[config.mk]
export PLATFORM = sky130hd
export DESIGN_NAME = dtdo_decoder
export DESIGN_NICKNAME = d
export VERILOG_FILES = /design/src/inc/dtdo_pkg.sv /design/src/hw/dtdo_decoder.sv
export VERILOG_INCLUDE_DIRS = /design/src /design/src/inc
export SDC_FILE = /design/constraint.sdc
export NUM_CORES = 1
export LEC_CHECK = 0
export ABC_AREA = 0
export BUFFER_PORTS_ARGS = -buffer_cell sky130_fd_sc_hd__buf_4
export CAP_MARGIN = 20
export CORE_MARGIN = 3
export CORE_UTILIZATION = 52
export DETAILED_ROUTE_END_ITERATION = 8
export PLACE_DENSITY_LB_ADDON = 0.12
export SLEW_MARGIN = 20
export SYNTH_ARGS = -nofsm -noshare
export SYNTH_HDL_FRONTEND = slang
export SYNTH_SLANG_ARGS = --single-unit
[constraint.sdc]
create_clock -name clk -period 2.7 [get_ports clk]
set_input_delay 0.135 -clock clk [delete_from_list [all_inputs] [get_ports clk]]
set_output_delay 0.135 -clock clk [all_outputs]
set_load 0.01 [all_outputs]
[src/inc/dtdo_regs.svh]
`ifndef DTDO_REGS_SVH
`define DTDO_REGS_SVH
`define DTDO_ADDR_CTRL      8'h00
`define DTDO_ADDR_STATUS    8'h04
`define DTDO_ADDR_IRQ_STAT  8'h08
`define DTDO_ADDR_IRQ_MASK  8'h0c
`define DTDO_ADDR_DIGIT     8'h10
`define DTDO_CTRL_FMT_BIT   0
`define DTDO_CTRL_INH_BIT   1
`define DTDO_CTRL_OE_BIT    2
`define DTDO_CTRL_OSC_BIT   3
`define DTDO_CTRL_CLR_BIT   4
`define DTDO_CTRL_RESET     32'h0000_0001
`define DTDO_IRQ_DETECT_BIT 0
`define DTDO_IRQ_PAUSE_BIT  1
`define DTDO_IRQ_CLEAR_BIT  2
`define DTDO_CLK_MHZ        250
`define DTDO_REF_KHZ        3579545
`define DTDO_REF_HALF_CYC   ((`DTDO_CLK_MHZ * 1000000) / (2 * `DTDO_REF_KHZ))
`endif

[src/inc/dtdo_pkg.sv]
package dtdo_pkg;
	typedef enum logic [1:0] {DTDO_ST_IDLE, DTDO_ST_PRESENT, DTDO_ST_VALID} dtdo_state_t;
	typedef struct packed {
		logic [1:0] row;
		logic [1:0] col;
	} dtdo_pair_t;
	typedef struct packed {
		logic [3:0] code;
		logic       drive;
	} dtdo_out_t;
endpackage : dtdo_pkg

[src/hw/dtdo_decoder.sv]
// Contract
// - Format select high gives hexadecimal codes, low gives two-of-eight codes.
// - Hexadecimal: digits 1-9 as value, 0=1010, *=1011, #=1100, A-C=1101-1111, D=0000.
// - Two-of-eight codes follow the fixed sixteen-entry table per digit.
// - Column inhibit high ignores every pair containing the top column.
// - Code outputs driven while output enable high, floating while low.
// - Code outputs update after full detection and clear after a timed pause.
// - Digit valid rises only once the code already stands on the outputs.
// - Digit valid holds until pause or clear input, whichever comes first; here a new accepted pair also drops it for one cycle.
// - Fourth column decoded only when not inhibited.
// - Oscillator enable drives the timebase clock out on the shared pin.
// - Internal timing derives from a colour-burst reference clock; here the timebase is divided from the 250 MHz system clock instead.
//
// Chosen here: register access over AXI4-Lite and the address map.
`timescale 1ns/1ns
`include "dtdo_regs.svh"
module dtdo_decoder (
	input  wire logic             clk,
	input  wire logic             rst_n,
	input  wire logic             pair_detect,
	input  wire logic [1:0]       pair_row,
	input  wire logic [1:0]       pair_col,
	input  wire logic             pause_detect,
	input  wire logic             digit_valid_clear,
	input  wire logic             s_axi_awvalid,
	output logic                  s_axi_awready,
	input  wire logic [7:0]       s_axi_awaddr,
	input  wire logic             s_axi_wvalid,
	output logic                  s_axi_wready,
	input  wire logic [31:0]      s_axi_wdata,
	input  wire logic [3:0]       s_axi_wstrb,
	output logic                  s_axi_bvalid,
	input  wire logic             s_axi_bready,
	output logic [1:0]            s_axi_bresp,
	input  wire logic             s_axi_arvalid,
	output logic                  s_axi_arready,
	input  wire logic [7:0]       s_axi_araddr,
	output logic                  s_axi_rvalid,
	input  wire logic             s_axi_rready,
	output logic [31:0]           s_axi_rdata,
	output logic [1:0]            s_axi_rresp,
	output logic [3:0]            code_out,
	output logic [3:0]            code_oe,
	output logic                  digit_valid,
	output logic                  shared_timebase,
	output logic                  shared_timebase_oe,
	output logic                  irq
);
	// Hex code per row/column
	function automatic logic [3:0] hex_code(input dtdo_pkg::dtdo_pair_t p);
		logic [3:0] t [0:15];
		t = '{4'h1, 4'h2, 4'h3, 4'hd, 4'h4, 4'h5, 4'h6, 4'he,
			4'h7, 4'h8, 4'h9, 4'hf, 4'hb, 4'ha, 4'hc, 4'h0};
		return t[{p.row, p.col}];
	endfunction : hex_code

	function automatic logic [3:0] b28_code(input dtdo_pkg::dtdo_pair_t p);
		logic [3:0] t [0:15];
		t = '{4'h0, 4'h1, 4'h2, 4'h3, 4'h4, 4'h5, 4'h6, 4'h7,
			4'h8, 4'h9, 4'ha, 4'hb, 4'hc, 4'hd, 4'he, 4'hf};
		return t[{p.row, p.col}];
	endfunction : b28_code

	// Input synchronisers, two flops each
	logic [5:0] sync1_reg;
	logic [5:0] sync2_reg;
	logic       clr_s1_reg;
	logic       clr_s2_reg;
	always_ff @(posedge clk or negedge rst_n) begin
		if (!rst_n) begin
			sync1_reg  <= 6'h00;
			sync2_reg  <= 6'h00;
			clr_s1_reg <= 1'b0;
			clr_s2_reg <= 1'b0;
		end else begin
			sync1_reg  <= {pair_detect, pause_detect, pair_row, pair_col};
			sync2_reg  <= sync1_reg;
			clr_s1_reg <= digit_valid_clear;
			clr_s2_reg <= clr_s1_reg;
		end
	end

	logic                 det_s;
	logic                 pause_s;
	dtdo_pkg::dtdo_pair_t pair_s;
	assign det_s   = sync2_reg[5];
	assign pause_s = sync2_reg[4];
	assign pair_s  = dtdo_pkg::dtdo_pair_t'(sync2_reg[3:0]);

	// Register file state
	logic [31:0] ctrl_reg, ctrl_next;
	logic [2:0]  ist_reg, ist_next;
	logic [2:0]  imask_reg, imask_next;
	logic        bvalid_reg, bvalid_next;
	logic        rvalid_reg, rvalid_next;
	logic [31:0] rdata_reg, rdata_next;
	logic [1:0]  rresp_reg, rresp_next;
	logic [1:0]  bresp_reg, bresp_next;
	logic        awrdy_reg, awrdy_next;
	logic        ardy_reg, ardy_next;

	// Decoder state
	dtdo_pkg::dtdo_state_t st_reg, st_next;
	logic [3:0] code_reg, code_next;
	logic       dv_reg, dv_next;
	logic       det_d_reg, det_d_next;
	logic       clr_d_reg, clr_d_next;
	logic       oe_reg, oe_next;
	logic       osc_reg, osc_next;
	logic       irq_reg, irq_next;
	localparam int HALF = `DTDO_REF_HALF_CYC;
	logic [7:0] tb_cnt_reg, tb_cnt_next;
	logic       tb_reg, tb_next;

	logic fmt_hex;
	logic inhibit;
	logic clr_req;
	logic det_rise;
	logic clr_rise;
	logic accept;
	logic ev_detect;
	logic ev_pause;
	logic ev_clear;
	logic wr_go;
	logic rd_go;
	logic [31:0] sw_clr_bits;

	assign fmt_hex  = ctrl_reg[`DTDO_CTRL_FMT_BIT];
	assign inhibit  = ctrl_reg[`DTDO_CTRL_INH_BIT];
	assign clr_req  = ctrl_reg[`DTDO_CTRL_CLR_BIT];
	assign det_rise = det_s && !det_d_reg;
	assign clr_rise = (clr_s2_reg && !clr_d_reg) || clr_req;
	assign accept   = det_rise && !(inhibit && pair_s.col == 2'd3);
	assign wr_go    = s_axi_awvalid && s_axi_wvalid && awrdy_reg;
	assign rd_go    = s_axi_arvalid && ardy_reg;
	assign sw_clr_bits = (wr_go && s_axi_awaddr == `DTDO_ADDR_IRQ_STAT && s_axi_wstrb[0]) ?
		s_axi_wdata : 32'h0;

	always_comb begin
		st_next    = st_reg;
		code_next  = code_reg;
		dv_next    = dv_reg;
		det_d_next = det_s;
		clr_d_next = clr_s2_reg;
		ev_detect  = 1'b0;
		ev_pause   = 1'b0;
		ev_clear   = 1'b0;
		case (st_reg)
			dtdo_pkg::DTDO_ST_IDLE: begin
				if (accept) begin
					code_next = fmt_hex ? hex_code(pair_s) : b28_code(pair_s);
					st_next   = dtdo_pkg::DTDO_ST_PRESENT;
				end
			end
			dtdo_pkg::DTDO_ST_PRESENT: begin
				// Code settles a cycle before valid rises
				dv_next   = 1'b1;
				ev_detect = 1'b1;
				st_next   = dtdo_pkg::DTDO_ST_VALID;
			end
			dtdo_pkg::DTDO_ST_VALID: begin
				if (pause_s) begin
					dv_next   = 1'b0;
					code_next = 4'h0;
					ev_pause  = 1'b1;
					st_next   = dtdo_pkg::DTDO_ST_IDLE;
				end else if (clr_rise && dv_reg) begin
					dv_next  = 1'b0;
					ev_clear = 1'b1;
				end else if (accept) begin
					code_next = fmt_hex ? hex_code(pair_s) : b28_code(pair_s);
					dv_next   = 1'b0;
					st_next   = dtdo_pkg::DTDO_ST_PRESENT;
				end
			end
			default: st_next = dtdo_pkg::DTDO_ST_IDLE;
		endcase
		oe_next  = ctrl_reg[`DTDO_CTRL_OE_BIT];
		osc_next = ctrl_reg[`DTDO_CTRL_OSC_BIT];
		// Timebase divided from system clock toward the reference rate
		tb_cnt_next = tb_cnt_reg + 8'h01;
		tb_next     = tb_reg;
		if (!osc_reg) begin
			tb_cnt_next = 8'h00;
			tb_next     = 1'b0;
		end else if (tb_cnt_reg >= 8'(HALF - 1)) begin
			tb_cnt_next = 8'h00;
			tb_next     = !tb_reg;
		end
	end

	// Bus slave and interrupt logic
	always_comb begin
		ctrl_next   = ctrl_reg;
		imask_next  = imask_reg;
		bvalid_next = bvalid_reg && !s_axi_bready;
		bresp_next  = bresp_reg;
		rvalid_next = rvalid_reg && !s_axi_rready;
		rdata_next  = rdata_reg;
		rresp_next  = rresp_reg;
		// Ready waits for both valids, so aw and w are always taken together
		awrdy_next  = s_axi_awvalid && s_axi_wvalid && !awrdy_reg && !bvalid_reg;
		ardy_next   = s_axi_arvalid && !ardy_reg && !rvalid_reg;
		// One-shot software clear bit self-clears
		ctrl_next[`DTDO_CTRL_CLR_BIT] = 1'b0;
		if (wr_go) begin
			bvalid_next = 1'b1;
			bresp_next  = 2'b00;
			case (s_axi_awaddr)
				`DTDO_ADDR_CTRL: begin
					if (s_axi_wstrb[0])
						ctrl_next = {27'h0, s_axi_wdata[4:0]};
				end
				`DTDO_ADDR_IRQ_MASK: begin
					if (s_axi_wstrb[0])
						imask_next = s_axi_wdata[2:0];
				end
				`DTDO_ADDR_IRQ_STAT: ;
				default: bresp_next = 2'b10;
			endcase
		end
		// Set wins over a same-cycle clear
		ist_next = (ist_reg & ~sw_clr_bits[2:0]) | {ev_clear, ev_pause, ev_detect};
		irq_next = |(ist_next & imask_next);
		if (rd_go) begin
			rvalid_next = 1'b1;
			rresp_next  = 2'b00;
			case (s_axi_araddr)
				`DTDO_ADDR_CTRL:     rdata_next = ctrl_reg;
				`DTDO_ADDR_STATUS:   rdata_next = {28'h0, osc_reg, oe_reg, st_reg};
				`DTDO_ADDR_IRQ_STAT: rdata_next = {29'h0, ist_reg};
				`DTDO_ADDR_IRQ_MASK: rdata_next = {29'h0, imask_reg};
				`DTDO_ADDR_DIGIT:    rdata_next = {27'h0, dv_reg, code_reg};
				default: begin
					rdata_next = 32'h0;
					rresp_next = 2'b10;
				end
			endcase
		end
	end

	always_ff @(posedge clk or negedge rst_n) begin
		if (!rst_n) begin
			st_reg     <= dtdo_pkg::DTDO_ST_IDLE;
			code_reg   <= 4'h0;
			dv_reg     <= 1'b0;
			det_d_reg  <= 1'b0;
			clr_d_reg  <= 1'b0;
			oe_reg     <= 1'b0;
			osc_reg    <= 1'b0;
			irq_reg    <= 1'b0;
			tb_cnt_reg <= 8'h00;
			tb_reg     <= 1'b0;
			ctrl_reg   <= `DTDO_CTRL_RESET;
			ist_reg    <= 3'h0;
			imask_reg  <= 3'h0;
			bvalid_reg <= 1'b0;
			bresp_reg  <= 2'b00;
			rvalid_reg <= 1'b0;
			rdata_reg  <= 32'h0;
			rresp_reg  <= 2'b00;
			awrdy_reg  <= 1'b0;
			ardy_reg   <= 1'b0;
		end else begin
			st_reg     <= st_next;
			code_reg   <= code_next;
			dv_reg     <= dv_next;
			det_d_reg  <= det_d_next;
			clr_d_reg  <= clr_d_next;
			oe_reg     <= oe_next;
			osc_reg    <= osc_next;
			irq_reg    <= irq_next;
			tb_cnt_reg <= tb_cnt_next;
			tb_reg     <= tb_next;
			ctrl_reg   <= ctrl_next;
			ist_reg    <= ist_next;
			imask_reg  <= imask_next;
			bvalid_reg <= bvalid_next;
			bresp_reg  <= bresp_next;
			rvalid_reg <= rvalid_next;
			rdata_reg  <= rdata_next;
			rresp_reg  <= rresp_next;
			awrdy_reg  <= awrdy_next;
			ardy_reg   <= ardy_next;
		end
	end

	// Ready straight from a flop, one cycle after the request stands
	assign s_axi_awready = awrdy_reg;
	assign s_axi_wready  = awrdy_reg;
	assign s_axi_arready = ardy_reg;
	assign s_axi_bvalid  = bvalid_reg;
	assign s_axi_bresp   = bresp_reg;
	assign s_axi_rvalid  = rvalid_reg;
	assign s_axi_rdata   = rdata_reg;
	assign s_axi_rresp   = rresp_reg;
	assign code_out      = code_reg;
	assign code_oe       = {4{oe_reg}};
	assign digit_valid   = dv_reg;
	assign shared_timebase    = tb_reg;
	assign shared_timebase_oe = osc_reg;
	assign irq           = irq_reg;

	valid_after_code_a: assert property (@(posedge clk) disable iff (!rst_n)
		$rose(dv_reg) |-> $stable(code_reg)) else $error("valid rose with changing code");
	pause_clears_a: assert property (@(posedge clk) disable iff (!rst_n)
		(st_reg == dtdo_pkg::DTDO_ST_VALID && pause_s) |=> (!dv_reg && code_reg == 4'h0))
		else $error("pause did not clear outputs");
	inhibit_blocks_a: assert property (@(posedge clk) disable iff (!rst_n)
		(inhibit && pair_s.col == 2'd3 && st_reg == dtdo_pkg::DTDO_ST_IDLE)
		|=> st_reg == dtdo_pkg::DTDO_ST_IDLE) else $error("inhibited pair accepted");
	hex_map_a: assert property (@(posedge clk) disable iff (!rst_n)
		(accept && fmt_hex && st_reg == dtdo_pkg::DTDO_ST_IDLE && pair_s == 4'hf)
		|=> code_reg == 4'h0) else $error("hex D code wrong");
	b28_map_a: assert property (@(posedge clk) disable iff (!rst_n)
		(accept && !fmt_hex && st_reg == dtdo_pkg::DTDO_ST_IDLE && pair_s == 4'hd)
		|=> code_reg == 4'hd) else $error("two of eight zero code wrong");
	clear_drops_a: assert property (@(posedge clk) disable iff (!rst_n)
		(st_reg == dtdo_pkg::DTDO_ST_VALID && dv_reg && clr_rise && !pause_s) |=> !dv_reg)
		else $error("clear did not drop valid");
	oe_follow_a: assert property (@(posedge clk) disable iff (!rst_n)
		##1 code_oe == {4{$past(ctrl_reg[`DTDO_CTRL_OE_BIT])}})
		else $error("output enable mismatch");
	timebase_off_a: assert property (@(posedge clk) disable iff (!rst_n)
		!osc_reg |=> !tb_reg) else $error("timebase runs while disabled");
endmodule : dtdo_decoder

==> results.py <==
metrics = {
    "sta": {
        "tns_ps": 0,
        "finalHoldViolCount": 0,
        "maxSlewViolCount": 0,
        "clock_skew_ps": 6.74,
        "finalCriticalPeriod_ps": 1990,
        "setup_viol": 0,
        "relSlewSlack_pct": 53.8,
        "rsz0062_at_grt": "no",
        "tightest_slew_ps": 693,
        "max_freq_ghz": 0.502,
        "fin_crit_sh_pct": 73.8,
        "worst_hold_slack_ps": 36.6,
    },
    "setup_path": {
        "path_max_fanout": 8,
        "cp-endpoint": "code_out[2]$_DFFE_PN0P_",
        "crit_arrival_ps": 2200,
        "cp-start-kind": "register",
        "critical_path_class": "reg -> reg",
        "r2r_cells": 7,
        "cp.required_ps": 2910,
        "ff2ff_setup_slack_ps": 710,
        "endpoint_kind": "register",
        "worstSetupStartpoint": "st_reg[0]$_DFFE_PN0N_",
        "r2r-start": "st_reg[0]$_DFFE_PN0N_",
        "reg2reg_to": "code_out[2]$_DFFE_PN0P_",
    },
    "worst_hold_path": {
        "worst_hold_path.num_cells": 2,
        "min_from": "s_axi_araddr[3]",
        "hold_path_class": "in -> reg",
    },
    "global_route": {
        "antenna_found_initial": 0,
        "grt_pass1_wl_um": 9160,
        "grt_pass1_vias": 1968,
        "grt_usage_pct": 19.1,
        "grt_max_degree": 58,
        "grt_overflow_total": 0,
    },
    "synth": {
        "syn-instance-count": 254,
        "synth-main-ff-cell": "dfrtp_1",
        "yosysSeqAreaShare_pct": 50.4,
        "synth_edf_count": 0,
        "synth_warnings": 0,
        "syn_area_per_cell_um2": 11.1,
        "syn_area_mm2": 0.00283,
        "async_flop_share_pct": 100,
        "yosysUniqueCellTypes": 45,
        "ys_ff_latch": 57,
    },
    "floorplanning": {
        "dieWidth_um": 79.8,
        "rows": 26,
        "die_y_um": 79.8,
        "fp.coreArea_mm2": 0.00517,
        "io-pin-count": 119,
        "start_util_pct": 54.7,
        "die_area_mm2": 0.00637,
    },
    "job": {
        "cap_violations": 0,
    },
    "clocking": {
        "clock_tree.root_cell": "clkbuf_8",
        "cts_made_buffers": 9,
        "cts_buffer_depth": 2,
        "clkTransAtPathRegs_ps": 70,
        "clk_latency_ps": 340,
        "cts.sinks": 57,
        "cts_tree": "done",
        "cts_resized": 0,
        "htreeDepth": 3,
    },
    "outcome": {
        "status": "completed",
    },
    "cells_and_area": {
        "insertedDiodeCount": 0,
        "fillers": 395,
        "final_util_pct": 67.7,
        "register_area_mm2": 0.00143,
        "largest_reg_flops": 8,
        "drive_above_1_share_pct": 29.3,
        "syn_to_final_growth_pct": 23.7,
        "nets": 405,
        "multi_input_area_mm2": 0.00119,
    },
    "power": {
        "power_uw": 2220,
        "powerDensity_mw_per_mm2": 633,
        "peakVddDrop_uv": 466,
        "leakagePower_uw": 0.00173,
    },
    "routing": {
        "wire_per_inst_um": 13.5,
        "drtIter0Drc": 100,
        "drt-total-wl_um": 5420,
        "final_antenna_net_count": 0,
        "via_count": 1979,
        "route.detailed.vias_per_inst": 4.94,
        "drcViolationCount": 0,
        "drt-pass1-iter-count": 4,
    },
    "placed_design": {
        "gp_congestion": 0.789,
        "hpwl_um": 3950,
        "port-buffer-count": 59,
    },
}
-- stage by stage --
| step | setup WS, ps | cell area, um2 | cells |
|---|---|---|---|
| final | 708 | 3500 | 401 |
| after global routing | 485 | 3500 | 401 |
| after CTS | 726 | 3500 | 401 |
| after detailed placement | 565 | 3210 | 376 |
| after global placement | 579 | 3210 | 376 |
| after floorplan | 802 | 2940 | 284 |
-- cells in the mapped netlist (2+ instances only) --
library cell,number,area (um2)
mux4_2,3,67.6
a221oi_1,2,17.5
xnor2_1,2,17.5
nor4_1,2,12.5
o22ai_1,3,18.8
clkbuf_1,3,11.3
nand3_1,5,25.0
a211oi_1,3,22.5
a31oi_1,2,12.5
o21ai_0,12,60.1
buf_4,34,255
dfrtp_1,56,1400
nor2b_1,6,37.5
nor2_1,16,60.1
a21bo_2,2,20.0
o21a_1,2,15.0
ha_1,12,150
xor2_1,2,17.5
mux2i_1,5,50.1
nand2b_1,2,12.5
nand2_1,17,63.8
and3_1,5,31.3
nor4_4,3,63.8
a21oi_1,10,50.1
mux2_2,9,101
inv_1,16,60.1
o211ai_1,2,15.0
-- power by group --
group / internal, uW / switching, uW
Combinational: 208 / 220
Clock: 444 / 338
Sequential: 929 / 78.3
Total: 1580 / 636
-- worst min-delay path by stage --
stage	end	slack, ps
floorplan	clr_d_next$_DFF_PN0_	-160
global placement	tb_cnt_reg[2]$_DFF_PN0_	230
detailed placement	tb_cnt_reg[2]$_DFF_PN0_	230
CTS	s_axi_awready$_DFF_PN0_	20
global route	s_axi_rdata[3]$_DFFE_PN0P_	20
finish	s_axi_rdata[3]$_DFFE_PN0P_	40
-- final cells by class --
cell class / instances / share of cell area (%)
clock buffers: 10 / 3.93
clock inverters: 5 / 1.61
inverters: 16 / 1.71
multi-input cells: 174 / 34.0
flip-flops and latches: 57 / 40.8
well taps: 70 / 2.50
repair buffers: 69 / 15.5
-- cell usage in the layout, fill, tap and decap left out, types with 12 or more instances in the layout --
cell type	n
buf_4	59
conb_1	31
dfrtp_1	56
ha_1	12
inv_1	16
nand2_1	17
nor2_1	16
o21ai_0	12
-- cells by family (layout without fill, tap and decap cells) --
kind of cell | count (synthesis) | after routing | synth area share, %
AND/OR/NAND/NOR | 64 | 64 | 13.0
buffers and inverters | 53 | 100 | 11.5
other | 1 | 31 | 0.132
AO/OA/AOI/OAI | 46 | 46 | 10.6
multiplexers | 17 | 17 | 7.73
XOR/XNOR | 4 | 4 | 1.24
adder cells (fa/ha/maj) | 12 | 12 | 5.30
flip-flops | 57 | 57 | 50.4
-- timing repair --
| action | 4_1_cts | 5_1_grt |
|---|---|---|
| buffers inserted | 0 | 0 |
| hold endpoints to repair | 65 | 0 |
| hold buffers | 10 | 0 |
-- routing by layer --
layer  global-route usage, %  routed length [um]  up-vias
li1                        -                   -      954
met1                    23.7                2340      929
met2                    30.6                2540       83
met3                    5.87                 422       13
met4                    8.78                 118        0
met5                       0                   0        -
-- worst max-delay path, stage by stage, from the launching register on --
cell and delay (ps):
dfrtp_1 420, inv_1 80, ha_1 300, nor2b_1 200
o211ai_1 240, o211a_1 350, mux2i_1 220, a21oi_1 50
(Power assumes the default switching activity.)
